===== src/logic/dofs_pkg.sv =====
package dofs_pkg;

   localparam int CODE_W = 16;

   // Parameter address of the output 0 function code
   localparam logic [15:0] ADDR_OUTPUT0_FUNCTION_CODE = 16'h0712;

   // Reset selection: No Fault
   localparam logic [CODE_W-1:0] CODE_RESET = 16'h0002;

   localparam logic [CODE_W-1:0] CODE_FREE = 16'h0001;
   localparam logic [CODE_W-1:0] CODE_NO_FAULT = 16'h0002;
   localparam logic [CODE_W-1:0] CODE_ACTIVE = 16'h0003;
   localparam logic [CODE_W-1:0] CODE_REL_MOVE = 16'h0004;
   localparam logic [CODE_W-1:0] CODE_POS_WINDOW = 16'h0005;
   localparam logic [CODE_W-1:0] CODE_VEL_WINDOW = 16'h0006;
   localparam logic [CODE_W-1:0] CODE_VEL_BELOW = 16'h0007;
   localparam logic [CODE_W-1:0] CODE_CUR_BELOW = 16'h0008;
   localparam logic [CODE_W-1:0] CODE_HALT_ACK = 16'h0009;
   localparam logic [CODE_W-1:0] CODE_SEQ_START_ACK = 16'h000b;
   localparam logic [CODE_W-1:0] CODE_STANDSTILL = 16'h000d;
   localparam logic [CODE_W-1:0] CODE_SEL_ERROR = 16'h000e;
   localparam logic [CODE_W-1:0] CODE_REF_VALID = 16'h000f;
   localparam logic [CODE_W-1:0] CODE_SEL_WARNING = 16'h0010;
   localparam logic [CODE_W-1:0] CODE_SEQ_DONE = 16'h0011;
   localparam logic [CODE_W-1:0] CODE_POSREG_CH1 = 16'h0012;
   localparam logic [CODE_W-1:0] CODE_POSREG_CH2 = 16'h0013;
   localparam logic [CODE_W-1:0] CODE_POSREG_CH4 = 16'h0015;
   localparam logic [CODE_W-1:0] CODE_MOVES_POS = 16'h0016;
   localparam logic [CODE_W-1:0] CODE_MOVES_NEG = 16'h0017;

   // Status flags from the motion controller, all on ref_clk_i
   typedef struct packed {
      logic ready_to_switch_on;
      logic switched_on;
      logic operation_enabled;
      logic relative_move_after_capture;
      logic pos_dev_in_window;
      logic vel_dev_in_window;
      logic vel_below_threshold;
      logic cur_below_threshold;
      logic halt_ack;
      logic seq_start_ack;
      logic standstill;
      logic selected_error;
      logic ref_valid;
      logic selected_warning;
      logic seq_done;
      logic posreg_ch1;
      logic posreg_ch2;
      logic posreg_ch4;
      logic moves_positive;
      logic moves_negative;
   } dofs_status_t;

   // Parameter access request
   typedef struct packed {
      logic wr;
      logic rd;
      logic [15:0] addr;
      logic [CODE_W-1:0] wdata;
   } dofs_req_t;

   // Parameter access answer
   typedef struct packed {
      logic ack;
      logic reject;
      logic [CODE_W-1:0] rdata;
   } dofs_rsp_t;

endpackage


===== src/logic/dofs_func_mux.sv =====
`timescale 1ns/1ps
module dofs_func_mux (
   input wire logic [dofs_pkg::CODE_W-1:0] code_i,
   input wire dofs_pkg::dofs_status_t status_i,
   input wire logic free_value_i,
   output logic level_o,
   output logic code_valid_o
);

   always_comb begin
      level_o = 1'b0;
      code_valid_o = 1'b1;
      case (code_i)
         dofs_pkg::CODE_FREE: level_o = free_value_i;
         dofs_pkg::CODE_NO_FAULT: level_o = status_i.ready_to_switch_on | status_i.switched_on
                                            | status_i.operation_enabled;
         dofs_pkg::CODE_ACTIVE: level_o = status_i.operation_enabled;
         dofs_pkg::CODE_REL_MOVE: level_o = status_i.relative_move_after_capture;
         dofs_pkg::CODE_POS_WINDOW: level_o = status_i.pos_dev_in_window;
         dofs_pkg::CODE_VEL_WINDOW: level_o = status_i.vel_dev_in_window;
         dofs_pkg::CODE_VEL_BELOW: level_o = status_i.vel_below_threshold;
         dofs_pkg::CODE_CUR_BELOW: level_o = status_i.cur_below_threshold;
         dofs_pkg::CODE_HALT_ACK: level_o = status_i.halt_ack;
         dofs_pkg::CODE_SEQ_START_ACK: level_o = status_i.seq_start_ack;
         dofs_pkg::CODE_STANDSTILL: level_o = status_i.standstill;
         dofs_pkg::CODE_SEL_ERROR: level_o = status_i.selected_error;
         dofs_pkg::CODE_REF_VALID: level_o = status_i.ref_valid;
         dofs_pkg::CODE_SEL_WARNING: level_o = status_i.selected_warning;
         dofs_pkg::CODE_SEQ_DONE: level_o = status_i.seq_done;
         dofs_pkg::CODE_POSREG_CH1: level_o = status_i.posreg_ch1;
         dofs_pkg::CODE_POSREG_CH2: level_o = status_i.posreg_ch2;
         dofs_pkg::CODE_POSREG_CH4: level_o = status_i.posreg_ch4;
         dofs_pkg::CODE_MOVES_POS: level_o = status_i.moves_positive;
         dofs_pkg::CODE_MOVES_NEG: level_o = status_i.moves_negative;
         default: code_valid_o = 1'b0;
      endcase
   end

endmodule


===== src/logic/dofs_output0_select.sv =====
`timescale 1ns/1ps
// Overview of operation
// - Code 1 drives output 0 from the free software value.
// - Code 2 asserts while ready-to-switch-on, switched-on or operation-enabled.
// - Code 3 asserts only while operation-enabled.
// - Code 4 asserts while relative move after capture is active or finished.
// - Codes 5 and 6 assert inside position or velocity deviation windows.
// - Codes 7 and 8 assert while velocity or current is below threshold.
// - Code 9 drives the halt acknowledgement.
// - Code 11 drives the motion sequence start acknowledgement.
// - Code 13 asserts while the motor stands still.
// - Code 14 asserts while a selected error of classes 1 to 4 is active.
// - Code 15 asserts while the homing zero point is valid.
// - Code 16 asserts while a selected warning (class 0) is active.
// - Code 17 asserts when the motion sequence is done.
// - Codes 18, 19, 21 route position register channels 1, 2, 4.
// - Codes 22 and 23 show positive and negative movement direction.
// - Code writes are refused while the power stage is enabled.
// - A new code is stored but used only after the next power-on.
// - On a detected error the output keeps following its function.
module dofs_output0_select (
   input wire logic ref_clk_i,
   input wire logic srst_i,
   input wire logic ce_i,
   input wire logic power_up_i,
   input wire logic power_stage_en_i,
   input wire logic free_value_i,
   input wire dofs_pkg::dofs_status_t status_i,
   input wire dofs_pkg::dofs_req_t req_i,
   output dofs_pkg::dofs_rsp_t rsp_o,
   output logic [dofs_pkg::CODE_W-1:0] active_code_o,
   output logic digital_output_0_o
);

   typedef struct packed {
      logic [dofs_pkg::CODE_W-1:0] stored_code;
      logic [dofs_pkg::CODE_W-1:0] active_code;
      dofs_pkg::dofs_rsp_t rsp;
      logic dout;
   } dofs_state_t;

   dofs_state_t state;
   dofs_state_t next_state;

   logic sel_level;
   logic active_valid;
   logic wdata_valid;
   logic addr_hit;

   // Live selection from the code in use
   dofs_func_mux u_mux_active (
      .code_i(state.active_code),
      .status_i(status_i),
      .free_value_i(free_value_i),
      .level_o(sel_level),
      .code_valid_o(active_valid)
   );

   // Same table reused as the write validity check
   dofs_func_mux u_mux_check (
      .code_i(req_i.wdata),
      .status_i(status_i),
      .free_value_i(free_value_i),
      .level_o(),
      .code_valid_o(wdata_valid)
   );

   assign addr_hit = (req_i.addr == dofs_pkg::ADDR_OUTPUT0_FUNCTION_CODE);

   always_comb begin
      next_state = state;
      next_state.rsp.ack = 1'b0;
      next_state.rsp.reject = 1'b0;
      // No error override: output always tracks its function
      next_state.dout = sel_level & active_valid;
      if (power_up_i) begin
         next_state.active_code = state.stored_code;
      end
      if (req_i.wr) begin
         // Write wins over a simultaneous read
         if (addr_hit && !power_stage_en_i && wdata_valid) begin
            next_state.stored_code = req_i.wdata;
            next_state.rsp.ack = 1'b1;
         end else begin
            next_state.rsp.reject = 1'b1;
         end
         next_state.rsp.rdata = '0;
      end else if (req_i.rd) begin
         if (addr_hit) begin
            next_state.rsp.rdata = state.stored_code;
            next_state.rsp.ack = 1'b1;
         end else begin
            next_state.rsp.rdata = '0;
            next_state.rsp.reject = 1'b1;
         end
      end
   end

   always_ff @(posedge ref_clk_i) begin
      if (srst_i) begin
         state.stored_code <= dofs_pkg::CODE_RESET;
         state.active_code <= dofs_pkg::CODE_RESET;
         state.rsp <= '0;
         state.dout <= 1'b0;
      end else if (ce_i) begin
         state <= next_state;
      end
   end

   assign rsp_o = state.rsp;
   assign active_code_o = state.active_code;
   assign digital_output_0_o = state.dout;

endmodule


===== config.mk =====
export PLATFORM = sky130hd
export DESIGN_NAME = dofs_output0_select
export DESIGN_NICKNAME = d
export VERILOG_FILES = /design/src/logic/dofs_pkg.sv /design/src/logic/dofs_func_mux.sv /design/src/logic/dofs_output0_select.sv
export SDC_FILE = /design/constraint.sdc
export NUM_CORES = 1
export LEC_CHECK = 0
export ABC_CLOCK_PERIOD_IN_PS = 1950
export BUFFER_PORTS_ARGS = -buffer_cell sky130_fd_sc_hd__buf_2
export CAP_MARGIN = 40
export CORE_MARGIN = 5
export CORE_UTILIZATION = 35
export CTS_CLUSTER_DIAMETER = 120
export DETAILED_ROUTE_END_ITERATION = 16
export PLACE_DENSITY_LB_ADDON = 0.05
export RECOVER_POWER = 100
export SYNTH_ARGS = -nofsm -noshare
export SYNTH_HDL_FRONTEND = slang
export SYNTH_SLANG_ARGS = --single-unit

===== constraint.sdc =====
create_clock -name ref_clk_i -period 1.95 [get_ports ref_clk_i]
set_input_delay 0.2925 -clock ref_clk_i [delete_from_list [all_inputs] [get_ports ref_clk_i]]
set_output_delay 0.2925 -clock ref_clk_i [all_outputs]
set_load 0.01 [all_outputs]

# Word-level counts from Yosys, hierarchy flattened
# Index checks and enable logic that the tools add are counted.
[word_totals]
elab_cells = 69
in_bits = 60
register_bits = 51
[op_classes]
n_eq_ne = 41
bitwise_logic = 3
mux = 10
reduce_logical = 9
[ops]
columns = ["cell", "count"]
rows = [
  ["$eq A16 B5 Y1 const B", 14],
  ["$eq A16 B4 Y1 const B", 12],
  ["$eq A16 B3 Y1 const B", 8],
  ["$eq A16 B2 Y1 const B", 4],
  ["$reduce_or A20 Y1", 2],
  ["$mux W18", 2],
  ["$eq A16 B1 Y1 const B", 2],
  ["$pmux W1 S20", 1],
  ["$eq A16 B11 Y1 const B", 1],
  ["$mux W16", 1],
  ["$mux W1", 6],
  ["$reduce_and A2 Y1", 2],
  ["$reduce_and A3 Y1", 1],
  ["$logic_and A1 B1 Y1", 2],
  ["$or A1 B1 Y1", 2],
  ["$reduce_bool A2 Y1", 1],
  ["$and A1 B1 Y1", 1],
  ["$logic_not A1 Y1", 1],
]

# Depth between registers and ports, before layout
[depth]
ltp_word = 6
depth_mapped = 6

# Hierarchy
# A second synthesis with hierarchy kept.
[unflattened]
cells_unflattened = 372
area_unflattened_um2 = 2919.0
[modules_own_cells]
columns = ["mod", "instances", "area_per_inst_um2", "cells_each", "seq_area_each_um2"]
rows = [
  ["dofs_output0_select", 1, 2263.4, 272, 1021.0],
  ["dofs_func_mux", 2, 327.8, 50, 0.0],
]

# Worst setup path after synthesis
# No wires, ideal clock.
[synth_path]
path_kind = "input to register"
from = "input port req_i[4] in the netlist's numbering"
to = "register state[40] in the netlist's numbering"
required_time_ns = 1.837
path_stages = 6
setup_time_ns = 0.113
path_slack_ns = 0.127
t_arrival_ns = 1.710
cell_sequence = "or3b_1 > a21bo_1 > a311oi_4 > a21oi_2 > buf_6 > and2_4"
[synth_via]
elab_chain_cells = 5
[synth_rtl]
columns = ["element", "line_no", "rtl"]
rows = [
  ["start, declared", "dofs_output0_select.sv:29", "input wire dofs_pkg::dofs_req_t req_i,"],
  ["$eq A16 B1 Y1 (tied with other cells)", "dofs_func_mux.sv:13", "case (code_i)"],
  ["$reduce_or A20 Y1 (no line) *", "-", ""],
  ["$mux W1 *", "dofs_func_mux.sv:13", ""],
  ["$logic_and A1 B1 Y1 *", "dofs_output0_select.sv:81", "if (addr_hit && !power_stage_en_i && wdata_valid) begin"],
  ["$reduce_and A3 Y1 (no line) *", "-", ""],
  ["end signal, assigned", "dofs_output0_select.sv:106", "state <= next_state;"],
  ["end, declared", "dofs_output0_select.sv:42", "dofs_state_t state;"],
]
# Every way passes the cells marked *; elsewhere a longest branch is shown, timed or not.
# A chain may end at the register's enable or synchronous reset.

# Worst setup path in the final report
[layout_path]
from = "input port req_i[4] in the netlist's numbering"
to = "register state (netlist bit rsp_o[16])"
[layout_via]
elab_chain_cells = 6
[layout_rtl]
columns = ["element", "line_no", "rtl"]
rows = [
  ["$eq A16 B1 Y1 (tied with other cells)", "dofs_func_mux.sv:13", ""],
  ["$reduce_or A20 Y1 (no line) *", "-", ""],
  ["$mux W1 *", "dofs_func_mux.sv:13", ""],
  ["$logic_and A1 B1 Y1 *", "dofs_output0_select.sv:81", ""],
  ["$mux W1 *", "dofs_output0_select.sv:81", ""],
  ["$mux W18 *", "dofs_output0_select.sv:79", "if (req_i.wr) begin"],
]
# Marks and branches as above.

==> out/results.ini <==
[global_routing]
grt_pass1_wl_mm=9.936
grt_usage=0.1393
use_met2=0.2108
antenna_found_initial=0
met3_usage=0.03298
grt.met1_usage=0.1976
grt_pass1_vias=2032
grt_max_degree=24
busiest_layer=met2
globalRouteOverflowTotal=0

[detailed_routing]
via_count=2100
routed_wl_mm=5.933
vias_per_cell=4.688
route.detailed.drc=0
wl_per_cell_um=13.24
dr.pass1.iters=4
drt-initial-drc-count=59
postRouteAntennaNets=0

[sta]
holdWs_ns=0.2680
hold_violations=0
report.final.slew_viol_count=0
tns_ns=0
min_period_ns=1.736
clock_skew_ns=0.006055
fmax_mhz=576.2
finalCritPeriodShare=0.8901
grt_setup_unrepaired=false
setup_viol=0
worst_slew_pin_slew_ns=0.6708
max_slew_margin=0.5525

[cts]
cts_resized=0
cts_tree=yes
htreeDepth=2
root_buffer=clkbuf_8
cts-hold-fix-buffers=0
clock_sink_count=51
clk_pin_slew_worst_paths_ns=0.09
clk_path_buf_depth=2
cts_setup_buffers=0
cts_buffers=5
clock_latency_ns=0.30

[power_and_ir_drop]
power_switching_uw=451.3
pwr-share-seq=0.573
ir_worst_vdd_mv=0.3706
power_density_nw_per_um2=661.5
leakagePower_nw=1.009
p_int_mw=1.382
power_frac_comb=0.091
power.share.clock=0.336
swShare=0.2462

[worst_setup_path]
cp-start-kind=input port
critPathBufInv=2
path_cells=buf_2 > or3b_1 > a21bo_1 > a311oi_1 > buf_4 > o21ai_0 > o211a_1
crit_path_top_delay_cell=a311oi_1
cp_slowest_stage_delay_ns=0.46
path_delay_family=compound AO/OA/AOI/OAI gates
crit_path_max_fanout=7
worstReg2RegStart=active_code_o[1]
crit_arrival_ns=1.94
r2r_cells=6
cp_data_required_time_ns=2.15
r2r-end=digital_output_0_o
cp.depth=7
crit_type=input port to register
endpoint_kind=register
rrSetupSlack_ns=0.38

[layout]
drive_gt1_frac=0.2557
area_delta_synth_final_pct=13.65
fillers=756
multi_input_area_um2=1051
regArea_um2=1021
final_nets=411
antenna_cells=0

[synthesis]
yosysUniqueCellTypes=44
seq_area_frac_synth=0.4187
synth.avg_cell_area_um2=8.351
syn_inst=292
synthesis.nets=352
ys_ff_latch=51
netlist_area_um2=2439
yosys_warnings=0

[floorplanning]
die_h_um=93.47
rows=30
ioPinCount=95
initial_core_util=0.3589
die-area_um2=8737
core_area_um2=6794
fp.dieW_um=93.47

[place]
portBuffers=94
place.gp.congestion=0.7085
dpl.hpwl_mm=4.644

[min_path]
hold_path.class=input port to register
worstHoldStart=req_i[1]
min_to=state[36]
whs_path_depth=3

[status]
status=finished, final reports clean

[flow_run]
max-cap-violations=0

[tightest hold or removal path, cell delays in order]
cell     delay (ns)
buf_2          0.11
nand3_1        0.06
nand3_1        0.08
[layout by cell type, fill, tap and decap left out, drive strengths merged, types with 4 or more instances in the layout]
cell | Yosys | routed
and2 | 14 | 14
dfxtp | 51 | 51
buf | 37 | 64
o21ai | 9 | 9
a21oi | 40 | 40
clkbuf | 13 | 43
nand3 | 26 | 26
nor4 | 10 | 10
mux2i | 4 | 4
nand2 | 53 | 53
[metal layers]
| layer | up-vias | share of wire |
|---|---|---|
| met2 | 50 | 0.43 |
| li1 | 1111 | - |
| met5 | - | 0 |
| met3 | 6 | 0.069 |
| met4 | 0 | 0.0078 |
| met1 | 933 | 0.49 |
[cell usage after synthesis (all sizes together)]
| master | instances | area (um^2) |
|---|---|---|
| o31ai | 1 | 7.510 |
| o21bai | 1 | 7.510 |
| a31oi | 1 | 6.260 |
| o2bb2ai | 1 | 8.760 |
| o21ai | 9 | 45.04 |
| clkbuf | 13 | 48.80 |
| nand4 | 1 | 6.260 |
| mux2i | 4 | 40.04 |
| o21a | 1 | 7.510 |
| nor4b | 2 | 17.52 |
| nor4bb | 1 | 10.01 |
| nor3b | 3 | 27.52 |
| inv | 2 | 7.510 |
| nor3 | 3 | 15.01 |
| buf | 37 | 277.8 |
| and2 | 14 | 115.1 |
| nand2b | 1 | 6.260 |
| a21bo | 1 | 10.01 |
| a211oi | 1 | 7.510 |
| and4bb | 1 | 12.51 |
| or3 | 1 | 6.260 |
| a22oi | 1 | 7.510 |
| and2b | 1 | 8.760 |
| a21oi | 40 | 204.0 |
| mux4 | 1 | 22.52 |
| a2bb2oi | 1 | 8.760 |
| nand2 | 53 | 198.9 |
| a311o | 1 | 11.26 |
| o211ai | 1 | 7.510 |
| dfxtp | 51 | 1021 |
| or3b | 1 | 8.760 |
| a311oi | 1 | 26.28 |
| o211a | 1 | 10.01 |
| a221oi | 1 | 8.760 |
| nor2 | 3 | 11.26 |
| nand3 | 26 | 130.1 |
| nor4 | 10 | 62.56 |
[worst max path at each step]
stage	startpoint	to	slack [ns]
floorplan	req_i[4]	state[40]	0.13
global placement	req_i[4]	state[41]	0.04
detailed placement	req_i[19]	rsp_o[16]	0.03
CTS	req_i[19]	rsp_o[16]	0.35
global route	req_i[4]	rsp_o[16]	0.18
finish	req_i[4]	rsp_o[16]	0.21
[logic make-up after synthesis]
| logic type | count (synthesis) | share of synthesized area |
|---|---|---|
| AND/OR/NAND/NOR | 121 | 0.2612 |
| buffers and inverters | 52 | 0.1370 |
| AO/OA/AOI/OAI | 63 | 0.1575 |
| multiplexers | 5 | 0.02565 |
| flip-flops | 51 | 0.4187 |
[area by class of cell]
class                   instances  share of cell area
flip-flops and latches         51              0.3684
clock buffers                   5             0.02483
repair buffers                102              0.1729
multi-input cells             189              0.3792
inverters                       2            0.002709
clock inverters                 3            0.008578
well taps                      96             0.04334
[flip-flops by register name, indices dropped and copies added (netlist names)]
signal              flops
active_code_o          16
digital_output_0_o      1
state                  16
rsp_o                  18
[power by group through the flow]
stage	Sequential (mW)	Combinational (mW)	Clock [mW]
floorplan	1.07	0.0886	0
global placement	1.08	0.171	0
detailed placement	1.08	0.175	0
CTS	1.05	0.176	0.646
global route	1.05	0.188	0.689
finish	1.05	0.167	0.616
[stage by stage]
stage,std cells,area (um^2),setup slack (ns),utilization,power [mW]
global route,448,2771,0.1815,0.4079,1.929
finish,448,2771,0.2144,0.4079,1.833
global placement,439,2755,0.03875,0.4055,1.247
floorplan,292,2439,0.1269,-,1.162
detailed placement,440,2763,0.02894,0.4066,1.250
CTS,448,2855,0.3535,0.4203,1.873
Power figures use the tool's default switching activity.
